--- config.mk ---
export PLATFORM = sky130hd
export DESIGN_NAME = qmrp_ctrl
export DESIGN_NICKNAME = d
export VERILOG_FILES = /design/src/hw/qmrp_pkg.sv /design/src/hw/qmrp_ctrl.sv
export SDC_FILE = /design/constraint.sdc
export NUM_CORES = 1
export LEC_CHECK = 0
export BUFFER_PORTS_ARGS = -buffer_cell sky130_fd_sc_hd__buf_2
export CORE_ASPECT_RATIO = 0.7
export CORE_UTILIZATION = 48
export CTS_BUF_LIST = sky130_fd_sc_hd__clkbuf_4 sky130_fd_sc_hd__clkbuf_8
export DETAILED_ROUTE_END_ITERATION = 6
export SLEW_MARGIN = 5
export SYNTH_ARGS = -nofsm -noshare
export SYNTH_HDL_FRONTEND = slang
export SYNTH_SLANG_ARGS = --single-unit
export TNS_END_PERCENT = 50
--- constraint.sdc ---
create_clock -name clk_sys -period 7.65 [get_ports clk_sys]
set_input_delay 1.53 -clock clk_sys [delete_from_list [all_inputs] [get_ports clk_sys]]
set_output_delay 1.53 -clock clk_sys [all_outputs]
set_load 0.005 [all_outputs]
--- src/hw/qmrp_pkg.sv ---
// Constants, types and decode functions of the quad-mode read-parameter controller
//------------------------------------------------------------------------------
// Overview of operation
// - After that header the device shifts out its 128-bit factory ID, changing data on falling clocks.
// - Opcode C0h is refused in standard serial mode and taken only in quad command mode.
// - In standard serial mode the wrap length comes from burst_wrap_bits of opcode 77h.
// - Power-up or a reset command gives an 8-byte wrap and four dummy clocks.
// - The dummy count set here applies only to 0Bh, EBh and 0Ch reads in quad command mode.
// - dummy_cycle_field 00 gives 4 clocks, 01 gives 6, 10 and 11 give 8.
// - wrap_length_field 00, 01, 10, 11 give 8, 16, 32 and 64 bytes.
// - A 0Ch read acts as a fast read whose address wraps inside the aligned wrap window.
// - Only opcode 38h in standard serial mode enters quad command mode.
// - With quad_enable clear, 38h is ignored and the device stays in standard serial mode.
// - The device is in exactly one mode at a time and starts in standard serial mode.
// - Opcode FFh in quad command mode returns to standard serial mode.
// - Mode changes by 38h and FFh keep the wrap length; a reset command clears it.
//------------------------------------------------------------------------------
package qmrp_pkg;
    localparam logic [7:0] OPC_UID        = 8'h4B;
    localparam logic [7:0] OPC_SET_PARAM  = 8'hC0;
    localparam logic [7:0] OPC_SET_WRAP   = 8'h77;
    localparam logic [7:0] OPC_ENTER_QUAD = 8'h38;
    localparam logic [7:0] OPC_EXIT_QUAD  = 8'hFF;
    localparam logic [7:0] OPC_FAST_READ  = 8'h0B;
    localparam logic [7:0] OPC_QIO_READ   = 8'hEB;
    localparam logic [7:0] OPC_WRAP_READ  = 8'h0C;
    localparam logic [7:0] OPC_RST_EN     = 8'h66;
    localparam logic [7:0] OPC_RST        = 8'h99;
    localparam logic [7:0] NO_DATA_BYTE   = 8'hFF;

    localparam logic [1:0] DUMMY_FIELD_RST = 2'h0;
    localparam logic [1:0] WRAP_FIELD_RST  = 2'h0;
    localparam int         PARAM_DUMMY_LSB = 4;
    localparam int         PARAM_WRAP_LSB  = 0;
    localparam int         WRAP_BITS_LSB   = 5;

    // Phase lengths in serial clocks
    localparam logic [4:0] CLK_OPC_SPI   = 5'h08;
    localparam logic [4:0] CLK_OPC_QUAD  = 5'h02;
    localparam logic [4:0] CLK_ADDR_SPI  = 5'h18;
    localparam logic [4:0] CLK_ADDR_QUAD = 5'h06;
    localparam logic [4:0] CLK_DUMMY_SPI = 5'h08;
    localparam logic [4:0] CLK_DUMMY_QIO = 5'h06;
    localparam logic [4:0] CLK_PARAM_Q   = 5'h02;
    localparam logic [4:0] CLK_WRAP_CMD  = 5'h08;
    localparam logic [4:0] CLK_DUMMY_00  = 5'h04;
    localparam logic [4:0] CLK_DUMMY_01  = 5'h06;
    localparam logic [4:0] CLK_DUMMY_1X  = 5'h08;
    localparam logic [2:0] NIB_LEFT_QUAD = 3'h1;
    localparam logic [2:0] BIT_LEFT_SPI  = 3'h7;

    localparam logic [5:0] WRAP_MASK_8  = 6'h07;
    localparam logic [5:0] WRAP_MASK_16 = 6'h0F;
    localparam logic [5:0] WRAP_MASK_32 = 6'h1F;
    localparam logic [5:0] WRAP_MASK_64 = 6'h3F;

    localparam int FIFO_WIDTH = 8;
    localparam int FIFO_DEPTH = 16;
    localparam int UID_BITS   = 128;

    typedef struct packed {
        logic [1:0] dummy_cycle_field;
        logic [1:0] wrap_length_field;
    } qmrp_param_type;

    typedef enum logic [5:0] {
        ST_OPC   = 6'h01,
        ST_ADDR  = 6'h02,
        ST_DUMMY = 6'h04,
        ST_DATA  = 6'h08,
        ST_PARAM = 6'h10,
        ST_SKIP  = 6'h20
    } qmrp_state_type;

    function automatic logic [4:0] qmrp_dummy_clocks(input logic [1:0] f);
        if (f == 2'h0)
            return CLK_DUMMY_00;
        else if (f == 2'h1)
            return CLK_DUMMY_01;
        else
            return CLK_DUMMY_1X;
    endfunction

    function automatic logic [5:0] qmrp_wrap_mask(input logic [1:0] f);
        if (f == 2'h0)
            return WRAP_MASK_8;
        else if (f == 2'h1)
            return WRAP_MASK_16;
        else if (f == 2'h2)
            return WRAP_MASK_32;
        else
            return WRAP_MASK_64;
    endfunction
endpackage

--- src/hw/qmrp_ctrl.sv ---
// Read-data FIFO and serial command controller of the quad-mode read-parameter block
`timescale 1ns/1ps
`default_nettype none

module qmrp_fifo #(
    parameter int WIDTH = 8,
    parameter int DEPTH = 16
) (
    input  wire logic             clk_sys,
    input  wire logic             rst,
    input  wire logic             flush,
    input  wire logic             in_valid,
    output logic                  in_ready,
    input  wire logic [WIDTH-1:0] in_data,
    output logic                  out_valid,
    input  wire logic             out_ready,
    output logic      [WIDTH-1:0] out_data
);
    localparam int AW = $clog2(DEPTH);
    logic [WIDTH-1:0] mem [DEPTH];
    logic [AW-1:0]    wp_r;
    logic [AW-1:0]    wp_nxt;
    logic [AW-1:0]    rp_r;
    logic [AW-1:0]    rp_nxt;
    logic [AW:0]      cnt_r;
    logic [AW:0]      cnt_nxt;
    logic             push;
    logic             pop;

    assign in_ready  = (cnt_r != DEPTH[AW:0]);
    assign out_valid = (cnt_r != '0);
    assign out_data  = mem[rp_r];
    assign push      = in_valid && in_ready;
    assign pop       = out_valid && out_ready;

    always_comb
    begin
        wp_nxt  = push ? wp_r + 1'b1 : wp_r;
        rp_nxt  = pop ? rp_r + 1'b1 : rp_r;
        cnt_nxt = cnt_r + {{AW{1'b0}}, push} - {{AW{1'b0}}, pop};
        if (flush)
        begin
            wp_nxt  = '0;
            rp_nxt  = '0;
            cnt_nxt = '0;
        end
    end

    always_ff @(posedge clk_sys)
    begin
        if (rst)
        begin
            wp_r  <= '0;
            rp_r  <= '0;
            cnt_r <= '0;
        end
        else
        begin
            wp_r  <= wp_nxt;
            rp_r  <= rp_nxt;
            cnt_r <= cnt_nxt;
        end
        if (push)
            mem[wp_r] <= in_data;
    end
endmodule

module qmrp_ctrl #(
    // Arbitrary value, stands in for the factory identifier
    parameter logic [127:0] UNIQUE_ID = 128'h0123_4567_89AB_CDEF_FEDC_BA98_7654_3210
) (
    input  wire logic                    clk_sys,
    input  wire logic                    rst,
    input  wire logic                    spi_clk,
    input  wire logic                    spi_cs_n,
    input  wire logic [3:0]              io_in,
    output logic      [3:0]              io_out,
    output logic      [3:0]              io_oe,
    input  wire logic                    quad_enable,
    output logic                         quad_command_mode,
    output qmrp_pkg::qmrp_param_type     read_param,
    output logic      [23:0]             arr_addr,
    output logic                         arr_ready,
    input  wire logic                    arr_valid,
    input  wire logic [7:0]              arr_data
);
    qmrp_pkg::qmrp_state_type state_r;
    qmrp_pkg::qmrp_state_type state_nxt;
    qmrp_pkg::qmrp_param_type param_r;
    qmrp_pkg::qmrp_param_type param_nxt;
    logic [4:0]  cnt_r, cnt_nxt, need_r, need_nxt, dneed_r, dneed_nxt;
    logic [23:0] sh_r, sh_nxt, addr_r, addr_nxt;
    logic [7:0]  byte_r, byte_nxt;
    logic [3:0]  dout_r, dout_nxt, oe_r, oe_nxt, uid_idx_r, uid_idx_nxt;
    logic [2:0]  left_r, left_nxt;
    logic        qpi_r, qpi_nxt, wide_r, wide_nxt, dwide_r, dwide_nxt;
    logic        uid_r, uid_nxt, wrap_r, wrap_nxt, fetch_r, fetch_nxt;
    logic        rst_en_r, rst_en_nxt, sclk_q_r;
    logic        rise, fall, last, opc_done, flush, pop, acc;
    logic [23:0] sh_in;
    logic [7:0]  opc, src, uid_byte, new_byte;
    logic [23:0] wmask;
    logic        fifo_valid;
    logic        fifo_in_ready;
    logic [7:0]  fifo_data;

    assign rise     = spi_clk && !sclk_q_r && !spi_cs_n;
    assign fall     = !spi_clk && sclk_q_r && !spi_cs_n;
    assign sh_in    = wide_r ? {sh_r[19:0], io_in} : {sh_r[22:0], io_in[0]};
    assign last     = rise && (cnt_r == need_r - 5'h01);
    assign opc      = sh_in[7:0];
    assign opc_done = (state_r == qmrp_pkg::ST_OPC) && last;
    assign flush    = spi_cs_n;
    assign acc      = arr_valid && arr_ready;
    assign arr_ready = fetch_r && fifo_in_ready;
    assign uid_byte = UNIQUE_ID[{~uid_idx_r, 3'h0} +: 8];
    assign new_byte = uid_r ? uid_byte : (fifo_valid ? fifo_data : qmrp_pkg::NO_DATA_BYTE);
    assign pop      = fall && (state_r == qmrp_pkg::ST_DATA) && (left_r == 3'h0) && !uid_r;
    assign wmask    = {18'h0, qmrp_pkg::qmrp_wrap_mask(param_r.wrap_length_field)};
    assign src      = (left_r == 3'h0) ? new_byte : byte_r;

    qmrp_fifo #(
        .WIDTH(qmrp_pkg::FIFO_WIDTH),
        .DEPTH(qmrp_pkg::FIFO_DEPTH)
    ) u_fifo (
        .clk_sys  (clk_sys),
        .rst      (rst),
        .flush    (flush),
        .in_valid (arr_valid && fetch_r),
        .in_ready (fifo_in_ready),
        .in_data  (arr_data),
        .out_valid(fifo_valid),
        .out_ready(pop),
        .out_data (fifo_data)
    );

    //--------------------------------------------------------------------------
    // Command sequencer
    //--------------------------------------------------------------------------
    always_comb
    begin
        state_nxt = state_r;   param_nxt = param_r;   cnt_nxt = cnt_r;
        need_nxt = need_r;     dneed_nxt = dneed_r;   sh_nxt = sh_r;
        addr_nxt = addr_r;     qpi_nxt = qpi_r;       wide_nxt = wide_r;
        dwide_nxt = dwide_r;   uid_nxt = uid_r;       wrap_nxt = wrap_r;
        fetch_nxt = fetch_r;   rst_en_nxt = rst_en_r; oe_nxt = oe_r;
        byte_nxt = byte_r;     dout_nxt = dout_r;     left_nxt = left_r;
        uid_idx_nxt = uid_idx_r;
        if (spi_cs_n)
        begin
            state_nxt = qmrp_pkg::ST_OPC;
            cnt_nxt   = 5'h00;
            wide_nxt  = qpi_r;
            need_nxt  = qpi_r ? qmrp_pkg::CLK_OPC_QUAD : qmrp_pkg::CLK_OPC_SPI;
            fetch_nxt = 1'b0;
            oe_nxt    = 4'h0;
            left_nxt  = 3'h0;
        end
        else if (rise && (state_r != qmrp_pkg::ST_DATA) && (state_r != qmrp_pkg::ST_SKIP))
        begin
            sh_nxt  = sh_in;
            cnt_nxt = last ? 5'h00 : cnt_r + 5'h01;
            if (last)
            begin
                case (state_r)
                    qmrp_pkg::ST_OPC:
                    begin
                        state_nxt  = qmrp_pkg::ST_SKIP;
                        rst_en_nxt = (opc == qmrp_pkg::OPC_RST_EN);
                        uid_nxt    = 1'b0;
                        wrap_nxt   = 1'b0;
                        if (opc == qmrp_pkg::OPC_UID && !qpi_r)
                        begin
                            state_nxt = qmrp_pkg::ST_ADDR;
                            need_nxt  = qmrp_pkg::CLK_ADDR_SPI;
                            wide_nxt  = 1'b0;
                            dneed_nxt = qmrp_pkg::CLK_DUMMY_SPI;
                            dwide_nxt = 1'b0;
                            uid_nxt   = 1'b1;
                        end
                        else if (opc == qmrp_pkg::OPC_FAST_READ)
                        begin
                            state_nxt = qmrp_pkg::ST_ADDR;
                            need_nxt  = qpi_r ? qmrp_pkg::CLK_ADDR_QUAD : qmrp_pkg::CLK_ADDR_SPI;
                            wide_nxt  = qpi_r;
                            dneed_nxt = qpi_r ? qmrp_pkg::qmrp_dummy_clocks(param_r.dummy_cycle_field)
                                              : qmrp_pkg::CLK_DUMMY_SPI;
                            dwide_nxt = qpi_r;
                        end
                        else if (opc == qmrp_pkg::OPC_QIO_READ || (opc == qmrp_pkg::OPC_WRAP_READ && qpi_r))
                        begin
                            state_nxt = qmrp_pkg::ST_ADDR;
                            need_nxt  = qmrp_pkg::CLK_ADDR_QUAD;
                            wide_nxt  = 1'b1;
                            dneed_nxt = qpi_r ? qmrp_pkg::qmrp_dummy_clocks(param_r.dummy_cycle_field)
                                              : qmrp_pkg::CLK_DUMMY_QIO;
                            dwide_nxt = 1'b1;
                            wrap_nxt  = (opc == qmrp_pkg::OPC_WRAP_READ);
                        end
                        else if ((opc == qmrp_pkg::OPC_SET_PARAM && qpi_r) || (opc == qmrp_pkg::OPC_SET_WRAP && !qpi_r))
                        begin
                            state_nxt = qmrp_pkg::ST_PARAM;
                            need_nxt  = qpi_r ? qmrp_pkg::CLK_PARAM_Q : qmrp_pkg::CLK_WRAP_CMD;
                            wide_nxt  = 1'b1;
                        end
                        else if (opc == qmrp_pkg::OPC_ENTER_QUAD && !qpi_r && quad_enable)
                            qpi_nxt = 1'b1;
                        else if (opc == qmrp_pkg::OPC_EXIT_QUAD && qpi_r)
                            qpi_nxt = 1'b0;
                        else if (opc == qmrp_pkg::OPC_RST && rst_en_r)
                        begin
                            param_nxt.dummy_cycle_field = qmrp_pkg::DUMMY_FIELD_RST;
                            param_nxt.wrap_length_field = qmrp_pkg::WRAP_FIELD_RST;
                            qpi_nxt = 1'b0;
                        end
                    end
                    qmrp_pkg::ST_ADDR:
                    begin
                        state_nxt   = qmrp_pkg::ST_DUMMY;
                        addr_nxt    = sh_in;
                        fetch_nxt   = !uid_r;
                        need_nxt    = dneed_r;
                        uid_idx_nxt = 4'h0;
                    end
                    qmrp_pkg::ST_DUMMY:
                    begin
                        state_nxt = qmrp_pkg::ST_DATA;
                        oe_nxt    = dwide_r ? 4'hF : 4'h2;
                    end
                    qmrp_pkg::ST_PARAM:
                    begin
                        state_nxt = qmrp_pkg::ST_SKIP;
                        if (qpi_r)
                        begin
                            param_nxt.dummy_cycle_field = sh_in[qmrp_pkg::PARAM_DUMMY_LSB +: 2];
                            param_nxt.wrap_length_field = sh_in[qmrp_pkg::PARAM_WRAP_LSB +: 2];
                        end
                        else
                            param_nxt.wrap_length_field = sh_in[qmrp_pkg::WRAP_BITS_LSB +: 2];
                    end
                    default:
                        state_nxt = qmrp_pkg::ST_SKIP;
                endcase
            end
        end
        if (fall && state_r == qmrp_pkg::ST_DATA)
        begin
            dout_nxt = dwide_r ? src[7:4] : {2'h0, src[7], 1'b0};
            byte_nxt = dwide_r ? {src[3:0], 4'h0} : {src[6:0], 1'b0};
            left_nxt = (left_r != 3'h0) ? left_r - 3'h1
                     : (dwide_r ? qmrp_pkg::NIB_LEFT_QUAD : qmrp_pkg::BIT_LEFT_SPI);
            if (left_r == 3'h0 && uid_r)
                uid_idx_nxt = uid_idx_r + 4'h1;
        end
        if (acc)
            addr_nxt = wrap_r ? ((addr_r & ~wmask) | ((addr_r + 24'h000001) & wmask))
                              : addr_r + 24'h000001;
    end

    // single mode bit, serial at reset
    always_ff @(posedge clk_sys)
    begin
        if (rst)
        begin
            state_r   <= qmrp_pkg::ST_OPC;
            param_r   <= '{qmrp_pkg::DUMMY_FIELD_RST, qmrp_pkg::WRAP_FIELD_RST};
            qpi_r     <= 1'b0;
            cnt_r     <= 5'h00;
            need_r    <= qmrp_pkg::CLK_OPC_SPI;
            dneed_r   <= qmrp_pkg::CLK_DUMMY_SPI;
            sh_r      <= 24'h000000;
            addr_r    <= 24'h000000;
            wide_r    <= 1'b0;
            dwide_r   <= 1'b0;
            uid_r     <= 1'b0;
            wrap_r    <= 1'b0;
            fetch_r   <= 1'b0;
            rst_en_r  <= 1'b0;
            oe_r      <= 4'h0;
            byte_r    <= 8'h00;
            dout_r    <= 4'h0;
            left_r    <= 3'h0;
            uid_idx_r <= 4'h0;
            sclk_q_r  <= 1'b0;
        end
        else
        begin
            state_r   <= state_nxt;
            param_r   <= param_nxt;
            qpi_r     <= qpi_nxt;
            cnt_r     <= cnt_nxt;
            need_r    <= need_nxt;
            dneed_r   <= dneed_nxt;
            sh_r      <= sh_nxt;
            addr_r    <= addr_nxt;
            wide_r    <= wide_nxt;
            dwide_r   <= dwide_nxt;
            uid_r     <= uid_nxt;
            wrap_r    <= wrap_nxt;
            fetch_r   <= fetch_nxt;
            rst_en_r  <= rst_en_nxt;
            oe_r      <= oe_nxt;
            byte_r    <= byte_nxt;
            dout_r    <= dout_nxt;
            left_r    <= left_nxt;
            uid_idx_r <= uid_idx_nxt;
            sclk_q_r  <= spi_clk;
        end
    end

    assign io_out            = dout_r;
    assign io_oe             = oe_r;
    assign quad_command_mode = qpi_r;
    assign read_param        = param_r;
    assign arr_addr          = addr_r;

    //--------------------------------------------------------------------------
    // Checks
    //--------------------------------------------------------------------------
    AST_QUAD_ENTRY: assert property (@(posedge clk_sys) disable iff (rst)
        $rose(qpi_r) |-> $past(opc_done && opc == qmrp_pkg::OPC_ENTER_QUAD && quad_enable))
        else $error("quad mode entered without 38h");
    AST_QE_GATE: assert property (@(posedge clk_sys) disable iff (rst)
        opc_done && opc == qmrp_pkg::OPC_ENTER_QUAD && !quad_enable && !qpi_r |=> !qpi_r [*2])
        else $error("38h taken with quad_enable clear");
    AST_C0_REJECT: assert property (@(posedge clk_sys) disable iff (rst)
        opc_done && opc == qmrp_pkg::OPC_SET_PARAM && !qpi_r |=> state_r == qmrp_pkg::ST_SKIP)
        else $error("C0h accepted in serial mode");
    AST_QUAD_EXIT: assert property (@(posedge clk_sys) disable iff (rst)
        opc_done && opc == qmrp_pkg::OPC_EXIT_QUAD && qpi_r |=> !qpi_r)
        else $error("FFh did not leave quad mode");
    AST_WRAP_KEEP: assert property (@(posedge clk_sys) disable iff (rst)
        qpi_r != $past(qpi_r) && $past(opc) != qmrp_pkg::OPC_RST |-> $stable(param_r.wrap_length_field))
        else $error("wrap length changed on mode switch");
    AST_RST_DEFAULT: assert property (@(posedge clk_sys) disable iff (rst)
        opc_done && opc == qmrp_pkg::OPC_RST && rst_en_r |=> param_r == 4'h0 && !qpi_r)
        else $error("reset command did not restore defaults");
    AST_DUMMY_LEN: assert property (@(posedge clk_sys) disable iff (rst)
        state_r == qmrp_pkg::ST_ADDR && last && qpi_r |=> need_r == qmrp_pkg::qmrp_dummy_clocks(param_r.dummy_cycle_field))
        else $error("quad dummy count mismatch");
    AST_WRAP_WINDOW: assert property (@(posedge clk_sys) disable iff (rst)
        acc && wrap_r |=> (addr_r & ~wmask) == ($past(addr_r) & ~$past(wmask)))
        else $error("wrapped read left its window");
    AST_OE_DATA: assert property (@(posedge clk_sys) disable iff (rst)
        io_oe != 4'h0 |-> state_r == qmrp_pkg::ST_DATA && $past(!spi_cs_n))
        else $error("output driven outside data phase");
endmodule

`default_nettype wire

; Word-level counts from Yosys, hierarchy flattened
; Memories as Yosys holds them, arrays and structs flattened. A register that Yosys moved wholly into a read port is not among the register bits.
; Cells that the tools add are included.
[classes]
n_mux = 81
reduce_logical = 61
n_addsub = 9
bitwise_logic = 10
eq_ne = 32
n_shift = 1
[op_table]
columns = operator, count
row1 = two-way mux 24 bit, 7
row2 = "variable part select 128 x 8 -> 8 bit, first input constant", 1
row3 = two-way mux 4 bit, 20
row4 = two-way mux 5 bit, 14
row5 = two-way mux 6 bit, 7
row6 = "equality test 8 bit, second input constant", 4
row7 = two-way mux 8 bit, 4
row8 = "adder 24 x 1 -> 24 bit, second input constant", 1
row9 = AND 24 bit, 1
row10 = AND 24 x 6 -> 24 bit, 1
row11 = "equality test 8 x 7 -> 1 bit, second input constant", 3
row12 = logical AND 1 bit, 24
row13 = inverter 6 -> 24 bit, 1
row14 = bitwise OR 24 bit, 1
row15 = two-way mux 1 bit, 20
row16 = case mux 6 bit (3 select lines), 1
row17 = "equality test 8 x 4 -> 1 bit, second input constant", 2
row18 = AND reduction 4 bit, 4
row19 = nonzero test 2 bit, 8
row20 = "!= test 2 bit, second input constant", 7
row21 = "adder 4 x 1 -> 4 bit, second input constant", 3
row22 = two-way mux 3 bit, 4
row23 = AND reduction 12 bit, 1
row24 = nonzero test 3 bit, 4
row25 = 35 further kinds, 51
[totals]
out_inout_bits = 38
ramBits = 128
word_cells = 219
in_bits = 18
ff_bits = 116
n_memories = 1
[mem_list]
columns = name, depth, width, read_ports, rd_ports_with_merged_regs, write_ports, line
row1 = u_fifo.mem, 16, 8, 1, 1, 1, qmrp_ctrl.sv:20  ; logic [WIDTH-1:0] mem [DEPTH];

; Longest topological paths before layout
; Gate-level depths: netlist of the first run.
[depth]
word_depth = 12
mapped_depth = 17
mapped_depth_nobuf = 16

; Modules after synthesis
; From an unflattened synthesis of the first run, not the netlist that was laid out.
[hier_totals]
hier_cells = 996
area_unflattened_um2 = 11434.7
[modules_own_cells]
columns = module, area_each_um2, cells_per_inst, n_inst
row1 = qmrp_fifo, 5820.6, 311, 1
row2 = qmrp_ctrl, 5614.1, 685, 1

; Least setup slack after synthesis of the first run
; No wires, ideal clock.
[synth_path]
path_kind = input port to flip-flop
startpoint = input arr_valid
endpoint = register u_fifo.cnt_r[4]
path_slack_ps = 4087
t_required_ps = 7522
n_path_buf = 2
stages = 13
t_arrival_ps = 3436
cell_sequence = nand3_1 clkinv_1 clkbuf_1 buf_1 ha_1 inv_1 fa_1 inv_1 a21oi_1 nor2_1 nor2_1 xnor2_1 nor2_1
[synth_between]
elab_chain_cells = 4
[synth_rtl]
columns = element, line
row1 = "start, declared", qmrp_ctrl.sv:84  ; input wire logic arr_valid,
row2 = logical AND 1 bit, qmrp_ctrl.sv:129  ; .in_valid (arr_valid && fetch_r),
row3 = logical AND 1 bit, qmrp_ctrl.sv:33  ; assign push = in_valid && in_ready;
row4 = named net u_fifo.push, qmrp_ctrl.sv:27  ; logic push;
row5 = adder 5 x 1 -> 5 bit, qmrp_ctrl.sv:40  ; cnt_nxt = cnt_r + {{AW{1'b0}}, push} - {{AW{1'b0}}, pop};
row6 = subtractor 5 x 1 -> 5 bit, qmrp_ctrl.sv:40
row7 = "end signal, assigned", qmrp_ctrl.sv:61  ; cnt_r <= cnt_nxt;
row8 = "end, declared", qmrp_ctrl.sv:25  ; logic [AW:0] cnt_r;
; The timed path passes the listed nets, and every way through them passes these cells.
; A chain may end at the register's enable or synchronous reset.

; Final worst setup path of the first run
[layout_path]
startpoint = input arr_valid
endpoint = register u_fifo.cnt_r[4]
[layout_between]
elab_chain_cells = 4
[layout_rtl]
columns = element, line
row1 = logical AND 1 bit, qmrp_ctrl.sv:129
row2 = logical AND 1 bit, qmrp_ctrl.sv:33
row3 = adder 5 x 1 -> 5 bit, qmrp_ctrl.sv:40
row4 = subtractor 5 x 1 -> 5 bit, qmrp_ctrl.sv:40
; No other way between the ends.

==> impl_metrics.env, run 1 <==
export IMPL_hold_viol=0
export IMPL_drv_slew=0
export IMPL_fin_crit_ns=3.92
export IMPL_io_buffers=55
export IMPL_dr_pass1_iters=5
export IMPL_post_drt_wl_per_cell_microns=20.2
export IMPL_status="finished clean"
export IMPL_register_area_sq_um=6130
export IMPL_fin_nets=1092
export IMPL_dpl_hpwl_mm=19.1
export IMPL_insertion_delay_ns=0.55
export IMPL_ys_flop_type="edfxtp_1"
export IMPL_synthCells=1010
export IMPL_ctsHoldBuffers=0
export IMPL_max_freq_mhz=255
export IMPL_min_path_cells=2
export IMPL_p_per_area_nw_per_um2=210
export IMPL_path_clk_slew_ns=0.06
export IMPL_globalRouteOverflowTotal=0
export IMPL_first_global_vias=7493
export IMPL_die_x_microns=185
export IMPL_synthTopCellsByArea="edfxtp_1 (34%), dfxtp_1 (20%), mux4_2 (6.6%)"
export IMPL_cp_max_fo=35
export IMPL_cts_made_buffers=39
export IMPL_crit_type="input port to flip-flop"
export IMPL_timing_critical_path_required_ns=8.04
export IMPL_area_growth_pct=11.4
export IMPL_syn_avg_cell_area_sq_um=11.1
export IMPL_grt_pass1_wl_mm=43.9
export IMPL_worstMarginPinSlew_ns=1.16
export IMPL_rows=46
export IMPL_fin_area_sq_um=12500
export IMPL_pre_cts_ws_ns=3.21
export IMPL_worst_clock_skew_ns=0.0230
export IMPL_cap_violations=0
export IMPL_synth_warnings=0
export IMPL_post_cts_buffers=0
export IMPL_ys_seq_area_frac=0.546
export IMPL_cts_buffer_depth=3
export IMPL_drcViolationCount=0
export IMPL_drive_gt1_frac=0.172
export IMPL_async_reset_ff_frac=0
export IMPL_netlist_area_sq_um=11200
export IMPL_h_tree_depth=2
export IMPL_finalCritPeriodShare=0.512
export IMPL_slew_limit_headroom=0.218
export IMPL_root_buffer="clkbuf_8"
export IMPL_synth_most_common_cell="nor2_1"
export IMPL_rsz0062_at_grt="false"
export IMPL_stdcell_count=1394
export IMPL_synth_seq_cells=242
export IMPL_setup_tns_final_ns=0
export IMPL_hold_class="flip-flop to flip-flop"
export IMPL_p_total_w=0.00263
export IMPL_ioPinCount=56
export IMPL_core_area_sq_um=22800
export IMPL_reg2regPathDepth=14
export IMPL_multi_input_area_sq_um=4730
export IMPL_cts_tree="built"
export IMPL_initial_core_util=0.493
export IMPL_ir_drop_mv=0.114
export IMPL_grt_max_degree=47
export IMPL_synth_area_leader_cell="edfxtp_1"
export IMPL_critPathCaptureType="flip-flop"
export IMPL_ys_types=77
export IMPL_die_h_microns=130
export IMPL_drtIter0Drc=723
export IMPL_syn_nets=1048
export IMPL_synth_top_area_share=0.342
export IMPL_synthTopCellsByCount="nor2_1 (136), edfxtp_1 (128), dfxtp_1 (114)"
export IMPL_post_dp_cell_area_sq_um=11700
export IMPL_setup_ws_ns=3.73
export IMPL_worst_ep_arrival_time_ns=4.31
export IMPL_dieArea_sq_um=24000
export IMPL_gp_congestion=0.879
export IMPL_diodes=0
export IMPL_leakage_nw=4.26
export IMPL_synth_edf_count=128
export IMPL_num_vias=8174
export IMPL_viasPerCell=5.86
export IMPL_place_inst=1325
export IMPL_ant_nets=0
export IMPL_setup_violations=0
export IMPL_routed_wl_mm=28.2
export IMPL_cp_start_kind="input port"
export IMPL_fillers=2008
export IMPL_clock_sinks=242
export IMPL_track_usage=0.241
export IMPL_antenna_found_initial=1
export IMPL_ctsResizeCount=0
-- cell families (layout without fill, tap and decap cells) --
group,count (synthesis),in the layout,share of synthesized area
flops,242,242,0.546
xor+xnor,21,21,0.0176
mux,76,76,0.106
compound gates,196,196,0.114
fa+ha+maj,20,20,0.0230
simple gates,364,364,0.159
buf+inv,91,163,0.0342
-- power by group --
group	total, W	switching (W)	internal [W]	leakage (nW)
clock	0.00117	0.000522	0.000647	0.432
sequential	0.00138	0.00000942	0.00137	2.07
combinational	0.0000748	0.0000534	0.0000215	1.75
-- layout by cell type, fill, tap and decap left out, types with 6 or more instances in the layout --
| master | Yosys | routed |
|---|---|---|
| a211oi_1 | 23 | 23 |
| and3_1 | 9 | 9 |
| nand2b_1 | 8 | 8 |
| clkbuf_4 | 0 | 15 |
| o211ai_1 | 7 | 7 |
| dfxtp_1 | 114 | 112 |
| ha_1 | 19 | 19 |
| nor2_1 | 136 | 136 |
| xnor2_1 | 9 | 9 |
| nand3_1 | 30 | 30 |
| mux4_2 | 33 | 33 |
| nor3b_1 | 9 | 9 |
| or3_1 | 8 | 8 |
| a21oi_1 | 72 | 72 |
| nor3_1 | 30 | 30 |
| nand4_1 | 11 | 11 |
| buf_4 | 4 | 6 |
| edfxtp_1 | 128 | 128 |
| a21o_1 | 9 | 9 |
| o22ai_1 | 12 | 12 |
| nor4_1 | 8 | 7 |
| or2_2 | 6 | 6 |
| clkbuf_8 | 0 | 45 |
| o21ai_0 | 20 | 20 |
| buf_2 | 7 | 55 |
| inv_1 | 30 | 30 |
| mux2_2 | 10 | 10 |
| nand3b_1 | 6 | 6 |
| clkinv_1 | 3 | 7 |
| nand2_1 | 68 | 68 |
| mux2i_1 | 32 | 32 |
| xor2_1 | 11 | 11 |
-- layer usage --
metal	global-route usage	vias up	share of wire
met5	0	-	0
met1	0.399	3962	0.52
met2	0.312	304	0.39
li1	-	3873	-
met3	0.0477	35	0.077
met4	0.0593	0	0.013
-- per-stage QoR --
stage,hold slack [ns],util
2_1_floorplan,0.427,-
3_3_place_gp,0.438,0.513
3_5_place_dp,0.444,0.513
4_1_cts,0.452,0.549
5_1_grt,0.490,0.549
6_report,0.447,0.549
-- area by class of cell --
class	count	share of cell area
timing repair buffer	61	0.0256
sequential	242	0.490
clock buffer	60	0.0585
clock inverter	9	0.00630
inverter	33	0.00990
multi-input combinational	677	0.378
tap	312	0.0312
-- state kept, by name, summed over array words and instances, names as in the netlist, 5 cells and up, named ones only --
name / flops
u_fifo.mem: 128
arr_addr: 21
cnt_r: 5
sh_r: 23
u_fifo.cnt_r: 5
byte_r: 7
state_r: 6
-- worst max-delay path, cell delays in order --
cell and delay [ns]:
buf_2 0.11, nand3_1 0.36, clkinv_1 0.96, ha_1 0.58
inv_1 0.09, fa_1 0.16, inv_1 0.05, a21oi_1 0.13
nor2_1 0.05, nor2_1 0.11, xnor2_1 0.12, nor2_1 0.05
-- worst paths after layout --
path / startpoint / to / slack, ns
hold reg to reg: io_out[0]$_SDFFE_PP0N_ / io_out[0]$_SDFFE_PP0N_ / 0.45
setup reg to reg: u_fifo.cnt_r[2]$_SDFF_PP0_ / u_fifo.cnt_r[4]$_SDFF_PP0_ / 4.02
hold / removal: io_out[0]$_SDFFE_PP0N_ / io_out[0]$_SDFFE_PP0N_ / 0.45
setup / recovery: arr_valid / u_fifo.cnt_r[4]$_SDFF_PP0_ / 3.73
No activity file was read; power rests on OpenSTA's default activity.
==> run 2, diff against run 1 <==
clock period = 3.9 ns   (was 7.65 ns; I/O delays follow)
==> run 2 against run 1 <==
Net effect:
- sequential cell count unchanged
- via count up 1.6%
- utilization up 1.1 points
- sequential power up 96%
==> impl_metrics.env, run 2 (synthesized netlist as in run 1, its figures left out) <==
export IMPL_antenna_found_initial=0
export IMPL_fin_nets=1122
export IMPL_drtIter0Drc=754
export IMPL_gp_congestion=0.923
export IMPL_h_tree_depth=2
export IMPL_cap_violations=0
export IMPL_dr_pass1_iters=5
export IMPL_cts_buffer_depth=3
export IMPL_post_drt_wl_per_cell_microns=20.0
export IMPL_setup_violations=0
export IMPL_critPathCaptureType="flip-flop"
export IMPL_die_x_microns=185
export IMPL_globalRouteOverflowTotal=0
export IMPL_area_growth_pct=13.6
export IMPL_grt_pass1_wl_mm=44.6
export IMPL_finalCritPeriodShare=0.808
export IMPL_worstMarginPinSlew_ns=0.972
export IMPL_insertion_delay_ns=0.57
export IMPL_leakage_nw=4.42
export IMPL_max_freq_mhz=317
export IMPL_power_frac_comb=0.028
export IMPL_viasPerCell=5.83
export IMPL_root_buffer="clkbuf_8"
export IMPL_diodes=0
export IMPL_io_buffers=55
export IMPL_use_met2=0.316
export IMPL_timing_critical_path_required_ns=4.35
export IMPL_p_total_w=0.00516
export IMPL_path_clk_slew_ns=0.06
export IMPL_layout_common_cells="nor2_1 (136), edfxtp_1 (128), dfxtp_1 (112)"
export IMPL_ir_drop_mv=0.264
export IMPL_p_seq_frac=0.525
export IMPL_switchingPower_w=0.00115
export IMPL_clock_sinks=242
export IMPL_rsz0062_at_grt="false"
export IMPL_cp_max_fo=44
export IMPL_initial_core_util=0.493
export IMPL_pwr_share_clk=0.447
export IMPL_largest_reg_flops=128
export IMPL_largest_register="u_fifo.mem"
export IMPL_layout_commonest_cell="nor2_1"
export IMPL_hold_ws_ns=0.444
export IMPL_num_vias=8307
export IMPL_rows=46
export IMPL_grt_max_degree=50
export IMPL_status="finished clean"
export IMPL_slew_limit_headroom=0.352
export IMPL_cts_made_buffers=39
export IMPL_grt_busiest_layer="met1"
export IMPL_post_cts_buffers=0
export IMPL_worst_ep_arrival_time_ns=3.60
export IMPL_hold_class="flip-flop to flip-flop"
export IMPL_grtUsageMet1=0.401
export IMPL_reg2regPathDepth=6
export IMPL_routed_wl_mm=28.5
export IMPL_track_usage=0.245
export IMPL_setup_tns_final_ns=0
export IMPL_p_sw_frac=0.222
export IMPL_dpl_hpwl_mm=19.5
export IMPL_first_global_vias=7738
export IMPL_min_path_cells=2
export IMPL_worst_clock_skew_ns=0.0180
export IMPL_cp_start_kind="flip-flop"
export IMPL_intPower_w=0.00402
export IMPL_p_per_area_nw_per_um2=405
export IMPL_drcViolationCount=0
export IMPL_ctsResizeCount=0
export IMPL_hold_viol=0
export IMPL_cts_tree="built"
export IMPL_ant_nets=0
export IMPL_ctsHoldBuffers=0
export IMPL_drv_slew=0
export IMPL_dieArea_sq_um=24000
export IMPL_core_area_sq_um=22800
export IMPL_die_h_microns=130
export IMPL_fin_crit_ns=3.15
export IMPL_drive_gt1_frac=0.197
export IMPL_crit_type="flip-flop to flip-flop"
export IMPL_grt_use_met3=0.0581
export IMPL_ioPinCount=56
[run 2: final cells by class]
| class | instances | area (sq um) |
|---|---|---|
| fillers | 2007 | 10000 |
| flip-flops and latches | 242 | 6130 |
| well taps | 312 | 390 |
| clock buffers | 61 | 739 |
| repair buffers | 91 | 558 |
| inverters | 33 | 124 |
| multi-input cells | 677 | 4730 |
| clock inverters | 8 | 77.6 |
[run 2: worst paths after layout]
check	slack (ns)	start	end
setup / recovery	0.75	wide_r$_SDFFE_PP0P_	need_r[4]$_SDFFE_PP0P_
hold / removal	0.44	io_out[2]$_SDFFE_PP0N_	io_out[2]$_SDFFE_PP0N_
setup reg to reg	0.75	wide_r$_SDFFE_PP0P_	need_r[4]$_SDFFE_PP0P_
hold reg to reg	0.44	io_out[2]$_SDFFE_PP0N_	io_out[2]$_SDFFE_PP0N_
[run 2: critical path, stage by stage (launching register included)]
cell and delay, ns:
dfxtp_2 0.96, mux2_2 0.46, o2111ai_1 0.12, o32ai_1 0.19, nor4_2 0.71, o21ai_1 0.27
mux2_2 0.32
[run 2: through the flow]
stage           util  std cells  setup WS [ns]  instance area, sq um
5_1_grt        0.559       1424          0.499                 12800
2_1_floorplan      -       1010           1.06                 11200
3_5_place_dp   0.524       1355          0.716                 11900
3_3_place_gp   0.524       1355          0.792                 11900
4_1_cts        0.559       1424          0.753                 12800
6_report       0.559       1424          0.750                 12800
[run 2: per-layer routing]
metal	up-vias	share of wire
li1	3927	-
met1	4027	0.51
met2	316	0.39
met3	37	0.088
met4	0	0.014
met5	-	0
[run 2: power by group through the flow]
stage          Sequential, W  Combinational [W]  Clock (W)
2_1_floorplan        0.00276          0.0000860          0
3_3_place_gp         0.00276           0.000143          0
3_5_place_dp         0.00276           0.000145          0
4_1_cts              0.00271           0.000145    0.00236
5_1_grt              0.00271           0.000161    0.00247
6_report             0.00271           0.000146    0.00231
